File: config.mk
export PLATFORM = sky130hd
export DESIGN_NAME = amc_mode_cal_ctrl
export DESIGN_NICKNAME = d
export VERILOG_FILES = /design/src/amc_pkg.sv /design/src/amc_mode_cal_ctrl.sv
export SDC_FILE = /design/constraint.sdc
export NUM_CORES = 1
export LEC_CHECK = 0
export ABC_AREA = 1
export BUFFER_PORTS_ARGS = -buffer_cell sky130_fd_sc_hd__buf_2
export CAP_MARGIN = 0
export CORE_MARGIN = 2
export CORE_UTILIZATION = 45
export CTS_CLUSTER_SIZE = 16
export DETAILED_ROUTE_END_ITERATION = 8
export PLACE_DENSITY = 0.73
export SLEW_MARGIN = 0
export SYNTH_ARGS = -nofsm -noshare
export SYNTH_HDL_FRONTEND = slang
export SYNTH_SLANG_ARGS = --single-unit
File: constraint.sdc
create_clock -name mclk -period 1.6 [get_ports mclk]
set_input_delay 0.16 -clock mclk [delete_from_list [all_inputs] [get_ports mclk]]
set_output_delay 0.16 -clock mclk [all_outputs]
set_load 0.01 [all_outputs]
File: src/amc_pkg.sv
// Package for the converter mode and calibration control block.
// Assumes an 8-bit special-function register port on the core clock.
package amc_pkg;
  localparam logic [7:0] PRI_CFG_ADDR = 8'hD2;
  localparam logic [7:0] PRI_CFG_RESET = 8'h07;
  // Offsets below have no printed value; chosen for this block
  localparam logic [7:0] MODE_ADDR = 8'hD1;
  localparam logic [7:0] PRI_CTRL_ADDR = 8'hD3;
  localparam logic [7:0] AUX_CTRL_ADDR = 8'hD4;
  localparam logic [7:0] STATUS_ADDR = 8'hD8;
  localparam logic [7:0] MODE_RESET = 8'h00;
  localparam logic [7:0] CTRL_RESET = 8'h00;
  localparam int MODE_LSB = 0;
  localparam int PRI_EN_BIT = 7;
  localparam int AUX_EN_BIT = 7;
  localparam int CHOP_OFF_BIT = 3;
  localparam logic [7:0] CFG_WMASK = 8'hE7;
  localparam int CAL_PERIODS_CHOP = 2;
  localparam int CAL_PERIODS_NOCHOP = 4;
  localparam int ALIGN_MAX_OUTPUTS = 3;
  localparam logic [1:0] BUF_BOTH = 2'b00;
  localparam logic [1:0] BUF_BYPASS = 2'b10;
  localparam logic [23:0] ZERO_UNIPOLAR = 24'h000000;
  localparam logic [23:0] ZERO_BIPOLAR = 24'h800000;

  typedef enum logic [2:0] {
    MD_PDOWN = 3'h0, MD_IDLE = 3'h1, MD_SINGLE = 3'h2, MD_CONT = 3'h3,
    MD_IZERO = 3'h4, MD_IFULL = 3'h5, MD_SZERO = 3'h6, MD_SFULL = 3'h7
  } amc_mode_t;

  typedef enum logic [3:0] {
    ST_IDLE = 4'b0001, ST_RUN = 4'b0010, ST_CAL = 4'b0100, ST_HOLD = 4'b1000
  } amc_state_t;

  typedef struct packed {
    logic valid;
    logic write;
    logic [7:0] addr;
    logic [7:0] wdata;
  } amc_sfr_t;

  typedef struct packed {
    logic bufBypass;
    logic unipolar;
    logic [2:0] rangeSel;
    logic [23:0] zeroCode;
  } amc_anacfg_t;
endpackage

File: src/amc_mode_cal_ctrl.sv
// Mode decode, reset sequencing and calibration control for an ADC pair.
// Assumes one-cycle SFR strobes and an analog core giving output strobes.
`timescale 1ns/1ps
`default_nettype none
module amc_mode_cal_ctrl
  import amc_pkg::*;
(
  input wire logic mclk,
  input wire logic rst_n,
  input wire amc_sfr_t sfrReq,
  output logic [7:0] sfrRdata,
  input wire logic corePowerDown,
  input wire logic priOutStrobe,
  input wire logic auxOutStrobe,
  input wire logic [23:0] priResult,
  input wire logic [23:0] auxResult,
  input wire logic auxTempSel,
  output logic priReset,
  output logic auxReset,
  output logic priRun,
  output logic auxRun,
  output logic modHold,
  output logic inputShort,
  output logic refToInput,
  output amc_anacfg_t anaCfg,
  output logic [23:0] priOffset,
  output logic [23:0] priGain,
  output logic [23:0] auxOffset,
  output logic [23:0] auxGain,
  output logic [23:0] priData,
  output logic [23:0] auxData,
  output logic priReady,
  output logic auxReady,
  output logic auxError
);
  logic [7:0] modeReg_q, modeReg_d;
  logic [7:0] priCfg_q;
  logic [7:0] priCtrl_q;
  logic [7:0] auxCtrl_q;
  amc_state_t state_q, state_d;
  logic [2:0] calCnt_q;
  logic [1:0] alignCnt_q;
  logic auxAlign_q;
  logic priReady_q, auxReady_q, auxError_q;
  logic priReset_q, auxReset_q, priRun_q, auxRun_q, modHold_q;
  logic inputShort_q, refToInput_q;
  logic [23:0] priOffset_q, priGain_q, auxOffset_q, auxGain_q;
  logic [23:0] priData_q, auxData_q;
  logic [7:0] sfrRdata_q;
  amc_anacfg_t anaCfg_q;

  function automatic logic hit(input amc_sfr_t r, input logic [7:0] a);
    hit = r.valid && r.write && (r.addr == a);
  endfunction

  // Configuration field decode
  function automatic amc_anacfg_t cfg_decode(input logic [7:0] c);
    cfg_decode.bufBypass = (c[7:6] == BUF_BYPASS);
    cfg_decode.unipolar = c[5];
    cfg_decode.rangeSel = c[2:0];
    cfg_decode.zeroCode = c[5] ? ZERO_UNIPOLAR : ZERO_BIPOLAR;
  endfunction

  wire logic modeWr = hit(sfrReq, MODE_ADDR);
  wire logic cfgWr = hit(sfrReq, PRI_CFG_ADDR);
  wire logic priCtrlWr = hit(sfrReq, PRI_CTRL_ADDR);
  wire logic auxCtrlWr = hit(sfrReq, AUX_CTRL_ADDR);
  wire amc_mode_t mode = amc_mode_t'(modeReg_q[MODE_LSB +: 3]);
  wire amc_mode_t newMode = amc_mode_t'(sfrReq.wdata[MODE_LSB +: 3]);
  wire logic priEn = priCtrl_q[PRI_EN_BIT];
  wire logic auxEn = auxCtrl_q[AUX_EN_BIT];
  wire logic priEnRise = priCtrlWr && !priEn && sfrReq.wdata[PRI_EN_BIT];
  wire logic priHit = priCtrlWr && (priEn || priEnRise);
  wire logic bothReset = modeWr || priHit;
  wire logic auxOnlyReset = auxCtrlWr && !bothReset;
  wire logic isCal = mode[2];
  wire logic isZeroCal = isCal && !mode[0];
  wire logic chopOff = modeReg_q[CHOP_OFF_BIT];
  wire logic [2:0] calLen = chopOff ? 3'(CAL_PERIODS_NOCHOP)
                                    : 3'(CAL_PERIODS_CHOP);
  wire logic priActive = (state_q == ST_RUN) || (state_q == ST_CAL);
  wire logic calDone = (state_q == ST_CAL) && priOutStrobe
                       && (calCnt_q == calLen - 3'h1);
  wire logic auxOk = !auxTempSel;
  wire logic singleDone = (state_q == ST_RUN) && (mode == MD_SINGLE)
                          && priOutStrobe;
  wire logic auxStrobeOk = auxOutStrobe && !auxAlign_q;
  wire logic [7:0] statusVal = {priReady_q, auxReady_q, 5'h00, auxError_q};
  wire logic [7:0] rdMux =
    (sfrReq.addr == MODE_ADDR) ? modeReg_q :
    (sfrReq.addr == PRI_CFG_ADDR) ? priCfg_q :
    (sfrReq.addr == PRI_CTRL_ADDR) ? priCtrl_q :
    (sfrReq.addr == AUX_CTRL_ADDR) ? auxCtrl_q :
    (sfrReq.addr == STATUS_ADDR) ? statusVal : 8'h00;

  // Mode register next value
  always_comb
  begin
    modeReg_d = modeReg_q;
    if (modeWr)
      modeReg_d = sfrReq.wdata;
    else if (calDone || singleDone)
      modeReg_d = {modeReg_q[7:3], MD_PDOWN};
  end

  // Sequencer
  always_comb
  begin
    state_d = state_q;
    case (state_q)
      ST_IDLE:
        if (corePowerDown)
          state_d = ST_HOLD;
        else if (bothReset)
          state_d = ST_IDLE;
        else if (isCal)
          state_d = ST_CAL;
        else if (mode == MD_SINGLE || mode == MD_CONT)
          state_d = ST_RUN;
      ST_RUN:
        if (corePowerDown)
          state_d = ST_HOLD;
        else if (bothReset || singleDone)
          state_d = ST_IDLE;
      ST_CAL:
        if (corePowerDown)
          state_d = ST_HOLD;
        else if (bothReset || calDone)
          state_d = ST_IDLE;
      ST_HOLD:
        if (!corePowerDown)
          state_d = ST_IDLE;
      default:
        state_d = ST_IDLE;
    endcase
  end

  always_ff @(posedge mclk)
  begin
    if (!rst_n)
    begin
      modeReg_q <= MODE_RESET;
      state_q <= ST_IDLE;
    end
    else
    begin
      modeReg_q <= modeReg_d;
      state_q <= state_d;
    end
  end

  // Configuration and control registers
  always_ff @(posedge mclk)
  begin
    if (!rst_n)
    begin
      priCfg_q <= PRI_CFG_RESET;
      priCtrl_q <= CTRL_RESET;
      auxCtrl_q <= CTRL_RESET;
    end
    else
    begin
      if (cfgWr)
        priCfg_q <= sfrReq.wdata & CFG_WMASK;
      if (priCtrlWr)
        priCtrl_q <= sfrReq.wdata;
      if (auxCtrlWr)
        auxCtrl_q <= sfrReq.wdata;
    end
  end

  // Calibration period count and auxiliary alignment
  always_ff @(posedge mclk)
  begin
    if (!rst_n)
    begin
      calCnt_q <= 3'h0;
      auxAlign_q <= 1'b0;
      alignCnt_q <= 2'h0;
    end
    else
    begin
      if (state_q != ST_CAL || bothReset)
        calCnt_q <= 3'h0;
      else if (priOutStrobe)
        calCnt_q <= calCnt_q + 3'h1;
      if (bothReset || !priActive)
      begin
        auxAlign_q <= 1'b0;
        alignCnt_q <= 2'h0;
      end
      else if (auxOnlyReset || (auxCtrlWr && !auxEn))
      begin
        auxAlign_q <= 1'b1;
        alignCnt_q <= 2'h0;
      end
      else if (auxAlign_q && priOutStrobe)
      begin
        alignCnt_q <= alignCnt_q + 2'h1;
        if (alignCnt_q == 2'(ALIGN_MAX_OUTPUTS - 1))
          auxAlign_q <= 1'b0;
      end
    end
  end

  // Status flags; a completion event wins over a clearing write
  always_ff @(posedge mclk)
  begin
    if (!rst_n)
    begin
      priReady_q <= 1'b0;
      auxReady_q <= 1'b0;
      auxError_q <= 1'b0;
    end
    else
    begin
      if (calDone || singleDone || (mode == MD_CONT && priOutStrobe
          && state_q == ST_RUN))
        priReady_q <= 1'b1;
      else if (modeWr && newMode[2])
        priReady_q <= 1'b0;
      if (auxEn && (calDone || (state_q == ST_RUN && auxStrobeOk)))
        auxReady_q <= 1'b1;
      else if (modeWr && newMode[2] && auxEn)
        auxReady_q <= 1'b0;
      if (auxEn && calDone)
        auxError_q <= !auxOk;
      else if (modeWr && newMode[2] && auxEn)
        auxError_q <= 1'b0;
    end
  end

  // Coefficients and data
  always_ff @(posedge mclk)
  begin
    if (!rst_n)
    begin
      priOffset_q <= 24'h000000;
      priGain_q <= 24'h000000;
      auxOffset_q <= 24'h000000;
      auxGain_q <= 24'h000000;
      priData_q <= 24'h000000;
      auxData_q <= 24'h000000;
    end
    else
    begin
      if (calDone && priEn && isZeroCal)
        priOffset_q <= priResult;
      if (calDone && priEn && !isZeroCal)
        priGain_q <= priResult;
      if (calDone && auxEn && auxOk && isZeroCal)
        auxOffset_q <= auxResult;
      if (calDone && auxEn && auxOk && !isZeroCal)
        auxGain_q <= auxResult;
      if (state_q == ST_RUN && priOutStrobe)
        priData_q <= priResult;
      if (state_q == ST_RUN && auxEn && auxStrobeOk)
        auxData_q <= auxResult;
    end
  end

  // Converter controls
  always_ff @(posedge mclk)
  begin
    if (!rst_n)
    begin
      priReset_q <= 1'b1;
      auxReset_q <= 1'b1;
      priRun_q <= 1'b0;
      auxRun_q <= 1'b0;
      modHold_q <= 1'b0;
      inputShort_q <= 1'b0;
      refToInput_q <= 1'b0;
      sfrRdata_q <= 8'h00;
    end
    else
    begin
      priReset_q <= bothReset || mode == MD_IDLE;
      auxReset_q <= bothReset || auxOnlyReset || auxAlign_q;
      priRun_q <= priActive && priEn;
      auxRun_q <= priActive && auxEn;
      modHold_q <= (mode == MD_IDLE);
      inputShort_q <= (state_q == ST_CAL) && mode == MD_IZERO;
      refToInput_q <= (state_q == ST_CAL) && mode == MD_IFULL;
      sfrRdata_q <= rdMux;
    end
  end

  // Analog configuration held in flops for the port
  always_ff @(posedge mclk)
  begin
    if (!rst_n)
      anaCfg_q <= cfg_decode(PRI_CFG_RESET);
    else
      anaCfg_q <= cfg_decode(priCfg_q);
  end

  // System calibrations leave inputs on the selected channel
  assign priReset = priReset_q;
  assign auxReset = auxReset_q;
  assign priRun = priRun_q;
  assign auxRun = auxRun_q;
  assign modHold = modHold_q;
  assign inputShort = inputShort_q;
  assign refToInput = refToInput_q;
  assign anaCfg = anaCfg_q;
  assign priOffset = priOffset_q;
  assign priGain = priGain_q;
  assign auxOffset = auxOffset_q;
  assign auxGain = auxGain_q;
  assign priData = priData_q;
  assign auxData = auxData_q;
  assign priReady = priReady_q;
  assign auxReady = auxReady_q;
  assign auxError = auxError_q;
  assign sfrRdata = sfrRdata_q;
endmodule
`default_nettype wire

======== Yosys cells after proc, flatten, opt, wreduce, memory -nomap -nowiden ========
Index checks and enable logic that the tools add are counted.
word-level totals
  input port bits ......................... 72
  memory bits (writable) .................. 0
  output and inout port bits .............. 191
  bits in registers ....................... 231
  memories ................................ 0
  bits in latches ......................... 0
  logic and storage cells ................. 154
  ROM bits ................................ 0
cells by class
  bitwise operators ....................... 1
  magnitude comparators ................... 0
  muxes and demuxes ....................... 27
  divide/modulo/power cells ............... 0
  $add $sub $neg .......................... 3
  shift operators ......................... 0
  reduce and logical (&&, ||, !) cells .... 71
  multipliers ............................. 0
  equal/unequal tests ..................... 22
operators by type and width
  operator             count
  $mux 8               6
  $eq 8x8->1 const B   5
  $logic_and 1x1->1    37
  $mux 4               9
  $mux 24              1
  $pmux 4 s4           1
  $logic_or 1x1->1     15
  $reduce_bool 2->1    6
  $logic_not 1->1      8
  $mux 1               8
  $eq 3x2->1 const B   2
  $eq 3x3->1 const B   2
  $mux 3               2
  $ne 3x3->1 const B   2
  $ne 5x5->1 const B   1
  $eq 2x2->1 const B   2
  $eq 4x1->1 const B   1
  $eq 4x2->1 const B   1
  $eq 4x3->1 const B   1
  $eq 4x4->1 const B   1
  $ne 4x3->1 const B   1
  $reduce_and 4->1     1
  $reduce_or 2->1      2
  $add 3x1->3 const B  1
  8 further kinds      8

======== Depth between registers and ports, before layout ========
  word-level depth ........................ 12
  mapped depth ............................ 12
  depth with buffers taken out ............ 11

======== Worst setup path after synthesis ========
Ideal clock, no wire load.
  path kind ............................... reg-to-reg
  start point ............................. register state_q[1]
  end point ............................... register auxGain_q[11] (netlist: auxGain[11])
  setup slack ............................. 0.065 ns
  stages on the path, launching flop included .. 12
  data required time ...................... 1.484 ns
  clock period less this slack ............ 1.535 ns
  data arrival time ....................... 1.419 ns
  setup time .............................. 0.116 ns
  buffers on the path ..................... 1
  cells stage by stage .................... dfxtp_1 -> inv_2 -> nand2_2 -> nor3_4 -> inv_2 -> nor2_4 -> inv_2 -> nor2_8 -> nand3_4 -> clkbuf_2 -> o21ai_0 -> nor2_1
between the ends
  cells in the longest elaborated chain, start to end .. 6
ends and longest elaborated chain
  what                             line                      RTL
  start, declared                  amc_mode_cal_ctrl.sv:40   amc_state_t state_q, state_d;
  start signal, assigned           amc_mode_cal_ctrl.sv:148  state_q <= state_d;
  $eq 4x3->1                       amc_mode_cal_ctrl.sv:82   wire logic calDone = (state_q == ST_CAL) && priOutStrobe
  $logic_and 1x1->1                amc_mode_cal_ctrl.sv:82
  $logic_and 1x1->1                amc_mode_cal_ctrl.sv:83   && (calCnt_q == calLen - 3'h1);
  $logic_and 1x1->1 (3 in series)  amc_mode_cal_ctrl.sv:253  if (calDone && auxEn && auxOk && !isZeroCal)
  end signal, assigned             amc_mode_cal_ctrl.sv:254  auxGain_q <= auxResult;
  end, declared                    amc_mode_cal_ctrl.sv:47   logic [23:0] priOffset_q, priGain_q, auxOffset_q, auxGain_q;
Every way passes these cells.
A chain may end at the register's enable or synchronous reset.

======== Final worst setup path ========
  start point ............................. register state_q[1]
  end point ............................... register auxOffset_q[12] (netlist: auxOffset[12])
between the ends
  cells in the longest elaborated chain, start to end .. 6
ends and longest elaborated chain
  what                             line                      RTL
  $eq 4x3->1                       amc_mode_cal_ctrl.sv:82
  $logic_and 1x1->1                amc_mode_cal_ctrl.sv:82
  $logic_and 1x1->1                amc_mode_cal_ctrl.sv:83
  $logic_and 1x1->1 (3 in series)  amc_mode_cal_ctrl.sv:251  if (calDone && auxEn && auxOk && isZeroCal)
  end signal, assigned             amc_mode_cal_ctrl.sv:252  auxOffset_q <= auxResult;
  end, declared                    amc_mode_cal_ctrl.sv:47
Every way passes these cells.

==> flow_metrics.py <==
metrics = {
    "die": {
        "dieWidth_um": 136.4,
        "dieArea_um2": 18590,
        "ios": 263,
        "fp.coreArea_um2": 17240,
        "placementRows": 48,
        "initial_utilization_pct": 45.73,
        "die_h_um": 136.4,
    },
    "route": {
        "drtIter0Drc": 464,
        "drtAntennaViolNets": 0,
        "drtPass1Iterations": 4,
        "drc": 0,
        "drt_wl_total_mm": 23.37,
        "vias": 7816,
        "vias_per_cell": 4.925,
        "wl_per_cell_um": 14.73,
    },
    "clock_network": {
        "numCtsBuffers": 22,
        "h-tree-depth": 1,
        "clk_latency_ns": 0.50,
        "clockRootBuffer": "clkbuf_16",
        "cts_buffer_depth": 3,
        "clock_sinks": 208,
        "cts_tree": "done",
        "path_clk_slew_ns": 0.06,
    },
    "place": {
        "port_buffers": 239,
        "gp_congestion": 0.9162,
        "dpl.hpwl_mm": 15.68,
    },
    "power": {
        "p_seq_share_pct": 47.1,
        "irDropWorstVdd_uv": 760.9,
        "pwr_density_cell_nw_per_um2": 998.2,
        "internal-power_mw": 8.700,
        "power_frac_comb_pct": 6.4,
        "p_leak_nw": 5.110,
        "clkPwrFrac_pct": 46.5,
        "p_sw_mw": 2.404,
        "swShare_pct": 21.65,
    },
    "setup_path": {
        "crit_type": "reg -> reg",
        "worstPathArrival_ns": 2.07,
        "path_cells": "inv_2, nand2_2, nor3_4, inv_2, nor2_4, inv_4, nor2_8, nand3_4, buf_4, o21ai_0, nor2_1",
        "cp-end-kind": "register",
        "slowest_stage": "dfxtp_2",
        "cp_max_fo": 7,
        "cp_common_cell": "inv_2",
        "cp.required_ns": 1.99,
        "start_kind": "register",
        "critPathMaxStageDelay_ns": 0.32,
    },
    "timing": {
        "setup_viol": 41,
        "finalHoldViolCount": 0,
        "rsz0062_at_grt": "yes",
        "holdWs_ns": 0.1178,
        "tns_ns": -1.443,
        "maxSlewViolCount": 0,
        "period_needed_ns": 1.682,
        "skew_ns": 0.01312,
        "worst_slack_ns": -0.08245,
        "finalCritPeriodShare_pct": 105.2,
        "fmax_mhz": 594.4,
    },
    "grt": {
        "grt_max_degree": 97,
        "grt_antenna_before_repair": 0,
        "overflow": 0,
        "grt_usage_pct": 24.08,
        "grt_pass1_wl_mm": 36.07,
        "grt_pass1_vias": 7375,
    },
    "final_layout": {
        "area_growth_syn_to_layout_pct": 41.13,
        "diodes": 0,
        "mostFrequentLayoutCells": "238 x buf_2, 231 x nor2_1, 204 x dfxtp_1",
        "ff_latch_area_um2": 4169,
        "final_common_cell": "buf_2",
        "fin_nets": 1422,
        "num-fill-cells": 1430,
        "multi_input_area_um2": 3097,
        "drive_above_1_share_pct": 28.71,
    },
    "yosys": {
        "syn_inst": 1018,
        "synthFlopType": "dfxtp_1",
        "synth_area_um2": 7883,
        "avgSynthCellArea_um2": 7.743,
        "synth_cell_types": 36,
        "netlist.top_cell.by_area": "dfxtp_1",
        "yosys_warnings": 0,
        "synth_top_area_share_pct": 52.83,
        "yosysSeqAreaShare_pct": 52.83,
        "synth_enable_flop_cells": 0,
        "synth_area_leaders": "dfxtp_1 53%, nor2_1 11%, o21ai_0 10%, inv_1 5.0%, a21oi_1 5.0%",
        "ys_ff_latch": 208,
        "synthArstFlopShare_pct": 0,
    },
    "status": {
        "violations": "setup timing",
        "outcome": "finished, violations left",
    },
    "job": {
        "maxCapViolations": 0,
    },
    "hold_path": {
        "hold_class": "in -> reg",
    },
}
## routing by layer
metal,vias to the layer above,global-route usage [%],wire [um]
met5,-,0,0
met1,3575,29.29,9767
met3,54,5.928,1659
met4,0,8.507,617
li1,3887,-,-
met2,300,41.40,11330
## critical path, delay by kind of cell (launching register included)
kind	cells	cell delay (ns)
AOI/OAI and AO/OA	1	0.16
buffers and inverters	4	0.39
DFF	1	0.32
and+or+nand+nor	6	0.71
## state kept, by name (all words and copies together) (netlist names), 24 cells and up
signal / cells
priOffset: 24
priGain: 24
auxData: 24
auxOffset: 24
priData: 24
auxGain: 24
## final timing paths
check | start | endpoint | slack [ns] | cells after the start
setup / recovery | state_q[1] | auxOffset[12] | -0.08 | 11
hold / removal | corePowerDown | state_q[2] | 0.12 | 4
setup reg to reg | state_q[1] | auxOffset[12] | -0.08 | 11
hold reg to reg | priCfg_q[6] | anaCfg[28] | 0.43 | 1
## power groups by stage
stage | clock, mW | combinational (mW) | sequential (mW)
6_report | 5.16 | 0.710 | 5.23
5_1_grt | 5.44 | 0.782 | 5.23
4_1_cts | 5.26 | 0.668 | 5.23
3_5_place_dp | 0 | 0.546 | 5.35
3_3_place_gp | 0 | 0.540 | 5.35
2_1_floorplan | 0 | 0.323 | 5.35
## cells in the mapped netlist, types with 6 or more instances
cell type / instances
o22ai_1: 6
inv_2: 6
o21ai_1: 12
dfxtp_1: 208
clkbuf_1: 31
nor3_1: 7
nand3_1: 16
nand2_1: 65
inv_1: 106
o21ai_0: 162
buf_2: 10
buf_4: 24
nand4_1: 6
a21oi_1: 79
nor2_1: 237
## logic make-up after synthesis
group,Yosys count,synth area share (%)
other cells,1,0.04757
xor+xnor,1,0.1111
buf+inv,188,10.73
compound gates,267,17.30
simple gates,351,18.67
flops,208,52.83
fa+ha+maj,2,0.3174
## final cells by class
class,instances,share of cell area [%]
multi-input combinational,646,27.84
sequential,208,37.48
clock inverter,3,0.6074
timing repair buffer,356,21.59
clock buffer,35,6.029
tap,225,2.531
inverter,114,3.925
## metrics by stage
stage / instances / power (mW) / cell area [um2] / utilization, % / worst slack (ns)
after floorplan: 1040 / 5.678 / 7965 / - / 0.06541
after global placement: 1484 / 5.885 / 9585 / 55.61 / -0.08562
after detailed placement: 1484 / 5.892 / 9585 / 55.61 / -0.1204
after CTS: 1586 / 11.16 / 11000 / 63.81 / -0.08316
after global routing: 1587 / 11.45 / 11120 / 64.54 / -0.2183
final: 1587 / 11.10 / 11120 / 64.54 / -0.08245
## timing repair
action                                  in CTS  in global routing
buffers inserted                             3                  1
pin swaps                                    1                  6
gates cloned                                 3                  0
endpoints found under the setup margin      51                 99
resized for setup                           29                 68
endpoints found under the hold margin      152                  0
hold buffers                                58                  0
No activity file was read; power rests on OpenSTA's default activity.
